`src/core/dct_pkg.sv`:
```
// constants and types shared by the dual counter and preset timer
package dct_pkg;
  // ----------------------------------------
  // clock and time figures
  // ----------------------------------------
  localparam int CLK_PERIOD_NS = 100;
  localparam int TB_SEC_PERIOD_US = 10000; // hundredth of a second
  localparam int TB_SEC_CYCLES = TB_SEC_PERIOD_US * 1000 / CLK_PERIOD_NS;
  localparam int TB_MIN_PERIOD_MS = 600; // hundredth of a minute
  localparam int TB_MIN_RATIO = TB_MIN_PERIOD_MS * 1000 / TB_SEC_PERIOD_US;
  localparam int DWELL_UNIT_MS = 1000; // one dwell step
  localparam int DWELL_UNIT_TICKS = DWELL_UNIT_MS * 1000 / TB_SEC_PERIOD_US;
  localparam int DWELL_MAX_UNITS = 10;
  localparam int OVF_PULSE_US = 20;
  localparam int OVF_PULSE_CYCLES = OVF_PULSE_US * 1000 / CLK_PERIOD_NS;
  localparam int DECADES = 8;
  localparam int NUM_PINS = 15;

  // ----------------------------------------
  // register map and reset values
  // ----------------------------------------
  localparam logic [3:0] ADDR_CTRL = 4'h0;
  localparam logic [3:0] ADDR_STATUS = 4'h4;
  localparam logic [3:0] ADDR_COUNT_A = 4'h8;
  localparam logic [3:0] ADDR_COUNT_B = 4'hc;
  localparam int CTRL_DWELL_LSB = 0;
  localparam int CTRL_COUNT_BIT = 4;
  localparam int CTRL_STOP_BIT = 5;
  localparam int CTRL_RESET_BIT = 6;
  localparam logic [3:0] CTRL_DWELL_RST = 4'h0;
  localparam logic [1:0] RESP_OKAY = 2'h0;
  localparam logic [1:0] RESP_SLVERR = 2'h2;

  // ----------------------------------------
  // pin positions in the synchroniser vector
  // ----------------------------------------
  localparam int PIN_IN_A = 0;
  localparam int PIN_IN_B = 1;
  localparam int PIN_ENABLE = 2;
  localparam int PIN_GATE_A = 3;
  localparam int PIN_GATE_B = 4;
  localparam int PIN_LIVE = 5;
  localparam int PIN_SRC_A = 6;
  localparam int PIN_SRC_B = 7;
  localparam int PIN_BTN_COUNT = 8;
  localparam int PIN_BTN_STOP = 9;
  localparam int PIN_BTN_RESET = 10;
  localparam int PIN_BTN_TB = 11;
  localparam int PIN_BTN_DISP = 12;
  localparam int PIN_BTN_DIGIT = 13;
  localparam int PIN_BTN_ADV = 14;

  // ----------------------------------------
  // state types
  // ----------------------------------------
  typedef enum logic [3:0] {
    RUN_STOPPED = 4'h1, RUN_COUNTING = 4'h2, RUN_HOLD = 4'h4, RUN_DWELL = 4'h8
  } dct_run_type;
  typedef enum logic [2:0] {TB_SEC = 3'h1, TB_MIN = 3'h2, TB_EXT = 3'h4} dct_tb_type;
  typedef enum logic [2:0] {DISP_A = 3'h1, DISP_B = 3'h2, DISP_PRESET = 3'h4} dct_disp_type;
  typedef enum logic [2:0] {DIG_HIGH = 3'h1, DIG_LOW = 3'h2, DIG_SHIFT = 3'h4} dct_digit_type;
endpackage

```
`src/core/dct_count_if.sv`:
```
// carrier between the control logic and one eight-decade counter
`timescale 1ns/10ps
`default_nettype none
interface dct_count_if;
  logic inc;
  logic clr;
  logic [31:0] value;
  logic ovf_pulse;
  modport ctl (output inc, output clr, input value, input ovf_pulse);
  modport cnt (input inc, input clr, output value, output ovf_pulse);
endinterface
`default_nettype wire

```
`src/core/dct_bcd_counter.sv`:
```
// eight-decade bcd counter with stretched wrap pulse
`timescale 1ns/10ps
`default_nettype none
module dct_bcd_counter
  import dct_pkg::*;
(
  // clock and reset
  input wire logic aclk,
  input wire logic aresetn,
  // control side
  dct_count_if.cnt port
);
  logic [DECADES:0] carry;
  logic [7:0] pulse_cnt_reg;

  assign carry[0] = port.inc;

  // ----------------------------------------
  // decade chain
  // ----------------------------------------
  genvar d;
  generate
    for (d = 0; d < DECADES; d++) begin : g_dec
      logic [3:0] digit_reg;
      assign carry[d+1] = carry[d] && (digit_reg == 4'h9);
      // each digit rolls 9 to 0 and passes the carry on
      always_ff @(posedge aclk) begin
        if (!aresetn || port.clr) begin
          digit_reg <= 4'h0;
        end else if (carry[d]) begin
          digit_reg <= (digit_reg == 4'h9) ? 4'h0 : digit_reg + 4'h1;
        end
      end
      assign port.value[4*d+3:4*d] = digit_reg;
    end
  endgenerate

  // stretch wrap pulse
  // restarts on a new wrap; wraps closer than the pulse merge into one
  always_ff @(posedge aclk) begin
    if (!aresetn) begin
      pulse_cnt_reg <= 8'h00;
    end else if (carry[DECADES]) begin
      pulse_cnt_reg <= 8'(OVF_PULSE_CYCLES);
    end else if (pulse_cnt_reg != 8'h00) begin
      pulse_cnt_reg <= pulse_cnt_reg - 8'h01;
    end
  end
  assign port.ovf_pulse = (pulse_cnt_reg != 8'h00);
endmodule
`default_nettype wire

```
`src/core/dct_sync.sv`:
```
// three-flop synchroniser with agreement filter and rise pulse per pin
`timescale 1ns/10ps
`default_nettype none
module dct_sync
  import dct_pkg::*;
#(
  parameter int WIDTH = NUM_PINS
) (
  // clock and reset
  input wire logic aclk,
  input wire logic aresetn,
  // raw pins and conditioned results
  input wire logic [WIDTH-1:0] pin,
  output logic [WIDTH-1:0] level,
  output logic [WIDTH-1:0] rise
);
  // ----------------------------------------
  // per-pin conditioning
  // ----------------------------------------
  genvar i;
  generate
    for (i = 0; i < WIDTH; i++) begin : g_pin
      logic s1_reg, s2_reg, s3_reg, lvl_reg;
      // first flop feeds only the second, so metastability stays contained
      always_ff @(posedge aclk) begin
        if (!aresetn) begin
          s1_reg <= 1'b0;
          s2_reg <= 1'b0;
          s3_reg <= 1'b0;
        end else begin
          s1_reg <= pin[i];
          s2_reg <= s1_reg;
          s3_reg <= s2_reg;
        end
      end
      // a change counts once second and third agree
      always_ff @(posedge aclk) begin
        if (!aresetn) begin
          lvl_reg <= 1'b0;
        end else if (s2_reg == s3_reg) begin
          lvl_reg <= s3_reg;
        end
      end
      assign level[i] = lvl_reg;
      assign rise[i] = (s2_reg == s3_reg) && s3_reg && !lvl_reg;
    end
  endgenerate
endmodule
`default_nettype wire

```
`src/core/dct_top.sv`:
```
// dual eight-decade counter with preset timer and register slave
//
// The AXI4-Lite interface to the registers and the register offsets were chosen for this implementation.
`timescale 1ns/10ps
`default_nettype none
module dct_top
  import dct_pkg::*;
#(
  parameter int TB_CYCLES = TB_SEC_CYCLES
) (
  // clock and reset
  input wire logic aclk,
  input wire logic aresetn,
  // axi4-lite write channels
  input wire logic [3:0] s_axi_awaddr,
  input wire logic s_axi_awvalid,
  output logic s_axi_awready,
  input wire logic [31:0] s_axi_wdata,
  input wire logic [3:0] s_axi_wstrb,
  input wire logic s_axi_wvalid,
  output logic s_axi_wready,
  output logic [1:0] s_axi_bresp,
  output logic s_axi_bvalid,
  input wire logic s_axi_bready,
  // axi4-lite read channels
  input wire logic [3:0] s_axi_araddr,
  input wire logic s_axi_arvalid,
  output logic s_axi_arready,
  output logic [31:0] s_axi_rdata,
  output logic [1:0] s_axi_rresp,
  output logic s_axi_rvalid,
  input wire logic s_axi_rready,
  // counting pins and straps
  input wire logic count_in_a,
  input wire logic count_in_b,
  input wire logic enable_in,
  input wire logic gate_a_in,
  input wire logic gate_b_in,
  input wire logic live_time_strap,
  input wire logic counter_a_source_strap,
  input wire logic counter_b_source_strap,
  // push buttons, active high while pressed
  input wire logic btn_count,
  input wire logic btn_stop,
  input wire logic btn_reset,
  input wire logic btn_timebase,
  input wire logic btn_display,
  input wire logic btn_digit,
  input wire logic btn_advance,
  // outputs
  output logic interval_out,
  output logic overflow_a,
  output logic overflow_b,
  output logic [31:0] display_value,
  output logic [2:0] timebase_led,
  output logic [2:0] display_led,
  output logic [2:0] digit_led
);
  // ----------------------------------------
  // declarations
  // ----------------------------------------
  logic [NUM_PINS-1:0] pins, lvl, rise;
  dct_run_type run_reg;
  dct_tb_type tb_reg;
  dct_disp_type disp_reg;
  dct_digit_type digit_reg;
  logic [3:0] hi_reg, lo_reg, shift_reg, dwell_cfg_reg;
  logic [16:0] presc_reg;
  logic [5:0] min_div_reg;
  logic sec_tick, min_tick, tb_tick;
  logic [39:0] pcnt_reg, target;
  logic [10:0] dwell_cnt_reg;
  logic [10:0] dwell_len;
  logic preset_on, preset_ev, preset_hit, dwell_done;
  logic run_ok, timer_gate, inc_a, inc_b, clear_all;
  logic cmd_count, cmd_stop, cmd_reset;
  logic rem_count_reg, rem_stop_reg, rem_reset_reg;
  logic [3:0] awaddr_reg;
  logic aw_full_reg, w_full_reg, wstrb0_reg;
  logic [31:0] wdata_reg, rdata_reg;
  logic [1:0] bresp_reg, rresp_reg;
  logic bvalid_reg, rvalid_reg;
  logic [31:0] status_word;

  dct_count_if cnt_a_if ();
  dct_count_if cnt_b_if ();

  // ----------------------------------------
  // pin conditioning
  // ----------------------------------------
  // sync and edge detect
  assign pins = {btn_advance, btn_digit, btn_display, btn_timebase, btn_reset,
    btn_stop, btn_count, counter_b_source_strap, counter_a_source_strap,
    live_time_strap, gate_b_in, gate_a_in, enable_in, count_in_b, count_in_a};

  dct_sync #(.WIDTH(NUM_PINS)) u_sync (
    .aclk(aclk),
    .aresetn(aresetn),
    .pin(pins),
    .level(lvl),
    .rise(rise)
  );

  // commands from buttons or from the control register
  assign cmd_count = rise[PIN_BTN_COUNT] || rem_count_reg;
  assign cmd_stop = rise[PIN_BTN_STOP] || rem_stop_reg;
  assign cmd_reset = rise[PIN_BTN_RESET] || rem_reset_reg;

  // ----------------------------------------
  // time bases
  // ----------------------------------------
  // prescaler from system clock
  always_ff @(posedge aclk) begin
    if (!aresetn || presc_reg == 17'(TB_CYCLES - 1)) begin
      presc_reg <= 17'h00000;
    end else begin
      presc_reg <= presc_reg + 17'h00001;
    end
  end
  assign sec_tick = (presc_reg == 17'(TB_CYCLES - 1));

  always_ff @(posedge aclk) begin
    if (!aresetn) begin
      min_div_reg <= 6'h00;
    end else if (sec_tick) begin
      min_div_reg <= (min_div_reg == 6'(TB_MIN_RATIO - 1)) ? 6'h00 : min_div_reg + 6'h01;
    end
  end
  assign min_tick = sec_tick && (min_div_reg == 6'(TB_MIN_RATIO - 1));
  assign tb_tick = (tb_reg == TB_MIN) ? min_tick : sec_tick;

  // ----------------------------------------
  // front-panel selections
  // ----------------------------------------
  // time-base select steps
  always_ff @(posedge aclk) begin
    if (!aresetn) begin
      tb_reg <= TB_SEC;
    end else if (rise[PIN_BTN_TB]) begin
      unique case (tb_reg)
        TB_SEC: tb_reg <= TB_MIN;
        TB_MIN: tb_reg <= TB_EXT;
        TB_EXT: tb_reg <= TB_SEC;
      endcase
    end
  end

  always_ff @(posedge aclk) begin
    if (!aresetn) begin
      disp_reg <= DISP_A;
    end else if (rise[PIN_BTN_DISP]) begin
      unique case (disp_reg)
        DISP_A: disp_reg <= DISP_B;
        DISP_B: disp_reg <= DISP_PRESET;
        DISP_PRESET: disp_reg <= DISP_A;
      endcase
    end
  end

  always_ff @(posedge aclk) begin
    if (!aresetn) begin
      digit_reg <= DIG_HIGH;
    end else if (rise[PIN_BTN_DIGIT] && disp_reg == DISP_PRESET) begin
      unique case (digit_reg)
        DIG_HIGH: digit_reg <= DIG_LOW;
        DIG_LOW: digit_reg <= DIG_SHIFT;
        DIG_SHIFT: digit_reg <= DIG_HIGH;
      endcase
    end
  end

  always_ff @(posedge aclk) begin
    if (!aresetn) begin
      hi_reg <= 4'h0;
      lo_reg <= 4'h0;
      shift_reg <= 4'h0;
    end else if (rise[PIN_BTN_ADV] && disp_reg == DISP_PRESET) begin
      if (digit_reg == DIG_HIGH) begin
        hi_reg <= (hi_reg == 4'h9) ? 4'h0 : hi_reg + 4'h1;
      end
      if (digit_reg == DIG_LOW) begin
        lo_reg <= (lo_reg == 4'h9) ? 4'h0 : lo_reg + 4'h1;
      end
      if (digit_reg == DIG_SHIFT) begin
        shift_reg <= (shift_reg == 4'h9) ? 4'h0 : shift_reg + 4'h1;
      end
    end
  end

  // ----------------------------------------
  // preset counter
  // ----------------------------------------
  // two digits times ten power
  always_comb begin
    target = 40'(hi_reg) * 40'd10 + 40'(lo_reg);
    for (int k = 0; k < 9; k++) begin
      if (4'(k) < shift_reg) begin
        target = target * 40'd10;
      end
    end
  end
  assign preset_on = (hi_reg != 4'h0) || (lo_reg != 4'h0);

  assign run_ok = (run_reg == RUN_COUNTING) && lvl[PIN_ENABLE];
  // live strap lets gate A stop timer
  assign timer_gate = run_ok && (!lvl[PIN_LIVE] || lvl[PIN_GATE_A]);
  // external mode uses input A pulses
  assign preset_ev = timer_gate && ((tb_reg == TB_EXT) ? rise[PIN_IN_A] : tb_tick);
  assign preset_hit = preset_on && preset_ev && (pcnt_reg + 40'd1 >= target);

  always_ff @(posedge aclk) begin
    if (!aresetn || clear_all) begin
      pcnt_reg <= 40'd0;
    end else if (preset_ev) begin
      pcnt_reg <= pcnt_reg + 40'd1;
    end
  end

  // ----------------------------------------
  // dwell timer
  // ----------------------------------------
  // dwell length in hundredth-second ticks
  assign dwell_len = (dwell_cfg_reg > 4'(DWELL_MAX_UNITS)) ?
    11'(DWELL_MAX_UNITS * DWELL_UNIT_TICKS) : 11'(dwell_cfg_reg) * 11'(DWELL_UNIT_TICKS);
  assign dwell_done = (run_reg == RUN_DWELL) && sec_tick && (dwell_cnt_reg + 11'd1 >= dwell_len);

  always_ff @(posedge aclk) begin
    if (!aresetn || run_reg != RUN_DWELL) begin
      dwell_cnt_reg <= 11'd0;
    end else if (sec_tick) begin
      dwell_cnt_reg <= dwell_cnt_reg + 11'd1;
    end
  end

  // ----------------------------------------
  // run control
  // ----------------------------------------
  // dwell expiry acts as a reset
  assign clear_all = cmd_reset || dwell_done;

  always_ff @(posedge aclk) begin
    if (!aresetn) begin
      run_reg <= RUN_STOPPED;
    end else begin
      unique case (run_reg)
        RUN_STOPPED: begin
          if (cmd_count && !cmd_stop) begin
            run_reg <= RUN_COUNTING;
          end
        end
        RUN_COUNTING: begin
          if (cmd_stop) begin
            run_reg <= RUN_STOPPED;
          end else if (preset_hit) begin
            run_reg <= (dwell_cfg_reg == 4'h0) ? RUN_HOLD : RUN_DWELL;
          end
        end
        RUN_HOLD: begin
          if (cmd_reset) begin
            run_reg <= RUN_STOPPED;
          end
        end
        RUN_DWELL: begin
          if (cmd_reset || cmd_stop) begin
            run_reg <= RUN_STOPPED;
          end else if (dwell_done) begin
            run_reg <= RUN_COUNTING;
          end
        end
      endcase
    end
  end

  // ----------------------------------------
  // counters
  // ----------------------------------------
  // live mode A counts gated time
  // gate A gates counter A, never counter B; in live mode it also gates the preset timer
  always_comb begin
    if (lvl[PIN_LIVE]) begin
      inc_a = timer_gate && tb_tick;
    end else if (lvl[PIN_SRC_A] || tb_reg == TB_EXT) begin
      inc_a = run_ok && lvl[PIN_GATE_A] && rise[PIN_IN_A];
    end else begin
      inc_a = run_ok && lvl[PIN_GATE_A] && tb_tick;
    end
  end

  assign inc_b = run_ok && lvl[PIN_GATE_B] &&
    ((lvl[PIN_SRC_B] || tb_reg != TB_EXT) ? rise[PIN_IN_B] : sec_tick);

  assign cnt_a_if.inc = inc_a;
  assign cnt_a_if.clr = clear_all;
  assign cnt_b_if.inc = inc_b;
  assign cnt_b_if.clr = clear_all;

  dct_bcd_counter u_cnt_a (
    .aclk(aclk),
    .aresetn(aresetn),
    .port(cnt_a_if.cnt)
  );
  dct_bcd_counter u_cnt_b (
    .aclk(aclk),
    .aresetn(aresetn),
    .port(cnt_b_if.cnt)
  );
  assign overflow_a = cnt_a_if.ovf_pulse;
  assign overflow_b = cnt_b_if.ovf_pulse;

  // ----------------------------------------
  // panel outputs
  // ----------------------------------------
  // interval follows the counting gate
  always_ff @(posedge aclk) begin
    if (!aresetn) begin
      interval_out <= 1'b0;
      display_value <= 32'h00000000;
    end else begin
      interval_out <= timer_gate && !preset_hit && !cmd_stop;
      unique case (disp_reg)
        DISP_A: display_value <= cnt_a_if.value;
        DISP_B: display_value <= cnt_b_if.value;
        DISP_PRESET: display_value <= {20'h00000, hi_reg, lo_reg, shift_reg};
      endcase
    end
  end
  assign timebase_led = tb_reg;
  assign display_led = disp_reg;
  assign digit_led = digit_reg;

  // ----------------------------------------
  // axi4-lite slave
  // ----------------------------------------
  assign s_axi_awready = !aw_full_reg && !bvalid_reg;
  assign s_axi_wready = !w_full_reg && !bvalid_reg;
  assign s_axi_bresp = bresp_reg;
  assign s_axi_bvalid = bvalid_reg;
  assign s_axi_arready = !rvalid_reg;
  assign s_axi_rdata = rdata_reg;
  assign s_axi_rresp = rresp_reg;
  assign s_axi_rvalid = rvalid_reg;

  // address and data are caught in either order, answered once both held
  always_ff @(posedge aclk) begin
    if (!aresetn) begin
      aw_full_reg <= 1'b0;
      w_full_reg <= 1'b0;
      awaddr_reg <= 4'h0;
      wdata_reg <= 32'h00000000;
      wstrb0_reg <= 1'b0;
      bvalid_reg <= 1'b0;
      bresp_reg <= RESP_OKAY;
    end else if (aw_full_reg && w_full_reg) begin
      aw_full_reg <= 1'b0;
      w_full_reg <= 1'b0;
      bvalid_reg <= 1'b1;
      bresp_reg <= (awaddr_reg == ADDR_CTRL) ? RESP_OKAY : RESP_SLVERR;
    end else begin
      if (s_axi_awvalid && s_axi_awready) begin
        aw_full_reg <= 1'b1;
        awaddr_reg <= {s_axi_awaddr[3:2], 2'b00};
      end
      if (s_axi_wvalid && s_axi_wready) begin
        w_full_reg <= 1'b1;
        wdata_reg <= s_axi_wdata;
        // strobe is caught with the data: the master may drop it once taken
        wstrb0_reg <= s_axi_wstrb[0];
      end
      if (bvalid_reg && s_axi_bready) begin
        bvalid_reg <= 1'b0;
      end
    end
  end

  // control register: dwell length and one-cycle remote commands
  always_ff @(posedge aclk) begin
    if (!aresetn) begin
      dwell_cfg_reg <= CTRL_DWELL_RST;
      rem_count_reg <= 1'b0;
      rem_stop_reg <= 1'b0;
      rem_reset_reg <= 1'b0;
    end else begin
      rem_count_reg <= 1'b0;
      rem_stop_reg <= 1'b0;
      rem_reset_reg <= 1'b0;
      if (aw_full_reg && w_full_reg && awaddr_reg == ADDR_CTRL && wstrb0_reg) begin
        dwell_cfg_reg <= wdata_reg[CTRL_DWELL_LSB+3:CTRL_DWELL_LSB];
        rem_count_reg <= wdata_reg[CTRL_COUNT_BIT];
        rem_stop_reg <= wdata_reg[CTRL_STOP_BIT];
        rem_reset_reg <= wdata_reg[CTRL_RESET_BIT];
      end
    end
  end

  // status: run state, selections, preset digits
  assign status_word = {6'h00, shift_reg, lo_reg, hi_reg, 1'b0, digit_reg,
    disp_reg, tb_reg, run_reg};

  // reads answer one cycle after the address is taken
  always_ff @(posedge aclk) begin
    if (!aresetn) begin
      rvalid_reg <= 1'b0;
      rdata_reg <= 32'h00000000;
      rresp_reg <= RESP_OKAY;
    end else if (s_axi_arvalid && s_axi_arready) begin
      rvalid_reg <= 1'b1;
      rresp_reg <= RESP_OKAY;
      unique case ({s_axi_araddr[3:2], 2'b00})
        ADDR_CTRL: rdata_reg <= {28'h0000000, dwell_cfg_reg};
        ADDR_STATUS: rdata_reg <= status_word;
        ADDR_COUNT_A: rdata_reg <= cnt_a_if.value;
        ADDR_COUNT_B: rdata_reg <= cnt_b_if.value;
      endcase
    end else if (rvalid_reg && s_axi_rready) begin
      rvalid_reg <= 1'b0;
    end
  end
endmodule
`default_nettype wire

```
`config.mk`:
```
export PLATFORM = sky130hd
export DESIGN_NAME = dct_top
export DESIGN_NICKNAME = d
export VERILOG_FILES = /design/src/core/dct_pkg.sv /design/src/core/dct_count_if.sv /design/src/core/dct_bcd_counter.sv /design/src/core/dct_sync.sv /design/src/core/dct_top.sv
export SDC_FILE = /design/constraint.sdc
export NUM_CORES = 1
export LEC_CHECK = 0
export BUFFER_PORTS_ARGS = -buffer_cell sky130_fd_sc_hd__buf_4
export CORE_MARGIN = 3
export CORE_UTILIZATION = 50
export CTS_CLUSTER_SIZE = 24
export DETAILED_ROUTE_END_ITERATION = 7
export PLACE_DENSITY = 0.76
export SYNTH_ARGS = -nofsm -noshare
export SYNTH_HDL_FRONTEND = slang
export SYNTH_SLANG_ARGS = --single-unit
```
`constraint.sdc`:
```
create_clock -name aclk -period 23.2 [get_ports aclk]
set_input_delay 3.48 -clock aclk [delete_from_list [all_inputs] [get_ports aclk]]
set_output_delay 3.48 -clock aclk [all_outputs]
set_load 0.1 [all_outputs]
```
==> insert_results.sql <==
INSERT INTO impl_metrics (metric_group, metric, value, unit) VALUES
('outcome', 'outcome', 'finished clean', ''),
('worst_hold_path', 'worstHoldPathType', 'register to register', ''),
('power_and_ir_drop', 'power.static_leakage', '0.0161', 'uW'),
('placement', 'routabilityCongestion', '0.895', ''),
('logic_synthesis', 'synth_async_sr_flop_share', '0', '%'),
('sta', 'fin_crit_sh', '93.6', '%'),
('logic_synthesis', 'synthesis.yosys.warnings', '0', ''),
('final_layout', 'final-seq-area', '6530', 'um^2'),
('final_layout', 'layout.cell_area.non_filler', '33900', 'um^2'),
('logic_synthesis', 'mapped_area', '31100', 'um^2'),
('sta', 'timing.hold.ws', '0.428', 'ns'),
('worst_setup_path', 'regToRegStartpoint', 'lo_reg[1]', ''),
('final_layout', 'number_of_flip_flops_in_the_largest_register', '40', ''),
('grt', 'grt_max_degree', '86', ''),
('grt', 'grt_first_pass_wirelength', '129', 'mm'),
('grt', 'grt_antenna_before_repair', '0', ''),
('clock_tree', 'tritoncts_clock_tree', 'yes', ''),
('final_layout', 'syn_to_final_growth', '8.89', '%'),
('placement', 'io_buffer_count', '115', ''),
('worst_setup_path', 'endpoint_kind', 'register', ''),
('worst_setup_path', 'max_stage_delay', '0.59', 'ns'),
('clock_tree', 'ctsRootBufferMaster', 'clkbuf_16', ''),
('logic_synthesis', 'yosys.cell_types.count', '92', ''),
('power_and_ir_drop', 'max-vdd-ir-drop', '0.000121', 'V'),
('clock_tree', 'cts.sink_count', '326', ''),
('worst_setup_path', 'timing_worst_setup_path_type', 'register to register', ''),
('worst_setup_path', 'worst_ep_arrival_time', '22.18', 'ns'),
('die', 'die_width', '256', 'um'),
('logic_synthesis', 'ff_latch_count_synth', '326', ''),
('die', 'boundaryPins', '151', ''),
('sta', 'max_freq', '46.1', 'MHz'),
('worst_setup_path', 'cell_repeated_most_along_the_worst_path', 'ha_1', ''),
('clock_tree', 'numCtsBuffers', '36', ''),
('die', 'die_area', '65300', 'um^2'),
('sta', 'rsz0062_at_grt', 'no', ''),
('final_layout', 'final.fill_count', '5664', ''),
('clock_tree', 'max-clock-path-buffers', '3', ''),
('placement', 'place_area', '32700', 'um^2'),
('sta', 'layout_min_cycle_time', '21.71', 'ns'),
('final_layout', 'drive_above_1_share', '8.20', '%'),
('routing', 'route.detailed.drc', '0', ''),
('routing', 'drt_first_iter_violations', '1789', ''),
('clock_tree', 'clock_latency', '0.56', 'ns'),
('die', 'placement_rows', '90', ''),
('sta', 'skew', '0.0189', 'ns'),
('worst_setup_path', 'reg2regPathDepth', '91', ''),
('logic_synthesis', 'synth_cells', '3952', ''),
('final_layout', 'antennaDiodeCount', '0', ''),
('worst_setup_path', 'crit_required', '23.68', 'ns'),
('clock_tree', 'clock_tree.htree_level_count', '2', ''),
('routing', 'antenna_violating_nets_post_route', '0', ''),
('logic_synthesis', 'synth_edf_count', '0', ''),
('sta', 'timing_worst_slew_pin_value', '0.954', 'ns'),
('routing', 'finalWirelength', '77.1', 'mm'),
('grt', 'grt.total_usage', '22.9', '%'),
('grt', 'first_global_vias', '26800', ''),
('die', 'design.core.area', '60900', 'um^2'),
('power_and_ir_drop', 'pwr_density', '38.3', 'nW/um^2'),
('grt', 'globalRoute.totalOverflow', '0', ''),
('logic_synthesis', 'most_frequently_used_flop_master_after_synthesis', 'dfxtp_1', ''),
('sta', 'timing.final.max_slew_violations', '0', ''),
('sta', 'worst_slew_margin_rel', '34.7', '%'),
('worst_setup_path', 'worst-path-max-fanout', '9', ''),
('routing', 'per_cell_routed_wire_length', '15.9', 'um'),
('worst_hold_path', 'min_from', 'u_sync.g_pin[4].s1_reg', ''),
('final_layout', 'nNetsFinal', '4547', ''),
('die', 'die_y', '256', 'um'),
('routing', 'firstDrtPassIters', '5', ''),
('clock_tree', 'clk_pin_slew_worst_paths', '0.06', 'ns'),
('placement', 'dp_hpwl', '59.0', 'mm'),
('logic_synthesis', 'avgSynthCellArea', '7.88', 'um^2');
## layout make-up
class	count	area share (%)
flip-flops and latches	326	19.3
well taps	828	3.06
inverters	144	1.60
repair buffers	143	3.17
multi-input cells	3339	69.6
clock inverters	12	0.310
clock buffers	50	2.99
## worst max-delay path: cells and delay by family, from the launching register on
family          cells  cell delay, ns
buf+inv             2            0.19
mux                 1            0.30
compound gates     35            8.12
flops               1            0.59
xor+xnor            8            1.40
simple gates       24            4.05
fa+ha+maj          21            6.92
## Yosys cell counts, drive strengths merged (8+ instances only)
master  instances  area share (%)
ha            479              19
nor2          460             5.5
nand2         346             4.2
dfxtp         326              21
a21oi         300             4.8
o21ai         203             3.3
xnor2         197             5.5
inv           144             1.7
xor2          132             3.7
clkbuf        124             1.5
a21o          115             2.8
nand3          93             1.5
nor3           93             1.5
and2           91             1.8
o21a           61             1.5
mux2           59             2.1
nor2b          59             1.2
a22oi          46             1.1
and3           45            0.90
nand2b         40            0.80
nand4          39            0.80
a211oi         36            0.87
o211ai         36            0.87
o21bai         34            0.82
or3            32            0.66
a31oi          30            0.60
mux2i          28            0.90
nor3b          28            0.78
a221oi         23            0.65
or2            22            0.44
buf            21            0.29
o31ai          18            0.43
o31a           13            0.37
fa             12            0.77
a211o          11            0.31
nor4           11            0.24
a21boi          9            0.22
nand4b          8            0.25
## report_power, final
group	leakage [uW]	internal [uW]	switching, uW	total [uW]
Sequential	0.00264	580	14.4	595
Clock	0.000547	309	239	548
Combinational	0.0130	48.3	109	157
## stage by stage
| stage | util [%] | setup WS, ns | std cells |
|---|---|---|---|
| 5_1_grt | 55.6 | 0.0271 | 4842 |
| 3_3_place_gp | 53.7 | 1.38 | 4780 |
| 6_report | 55.6 | 1.49 | 4842 |
| 2_1_floorplan | - | 4.40 | 3954 |
| 4_1_cts | 55.6 | 1.05 | 4842 |
| 3_5_place_dp | 53.7 | 1.09 | 4780 |
## timing repair
item                                    4_1_cts  5_1_grt
gates resized for setup                       0        7
hold buffers                                  0        0
endpoints found under the setup margin        0        5
## cells by family after synthesis
kind of cell | after synthesis | share of synthesized area [%]
mux | 91 | 3.32
xor+xnor | 330 | 9.33
simple gates | 1403 | 21.7
compound gates | 1021 | 21.2
flops | 326 | 21.0
fa+ha+maj | 491 | 20.0
buf+inv | 289 | 3.53
other cells | 1 | 0.0120
## path summary, 6_finish.rpt
| path | end | slack [ns] |
|---|---|---|
| max | interval_out | 1.49 |
| min | u_sync.g_pin[4].s2_reg | 0.43 |
| max reg2reg | interval_out | 1.49 |
| min reg2reg | u_sync.g_pin[4].s2_reg | 0.43 |
## metal layers
metal	share of wire, %	global-route usage, %
met1	46	29.7
met2	46	39.5
met3	5.2	3.42
met4	2.6	6.48
met5	0	0
## cell usage in the layout (no fill, tap or decap), types with 38 or more instances in the layout
master	Yosys	final
a22oi_1	46	46
o21a_1	61	61
nand3_1	92	92
nand2_1	344	344
nor2b_1	59	58
nand4_1	38	38
xor2_1	132	132
mux2_2	59	59
ha_1	479	479
buf_4	3	143
a21oi_1	300	297
and2_1	91	91
nand2b_1	40	40
inv_1	143	143
and3_1	45	45
a21o_1	115	115
nor2_1	460	458
nor3_1	92	92
xnor2_1	197	196
o21ai_0	201	201
dfxtp_1	326	325
Power figures use the tool's default switching activity.
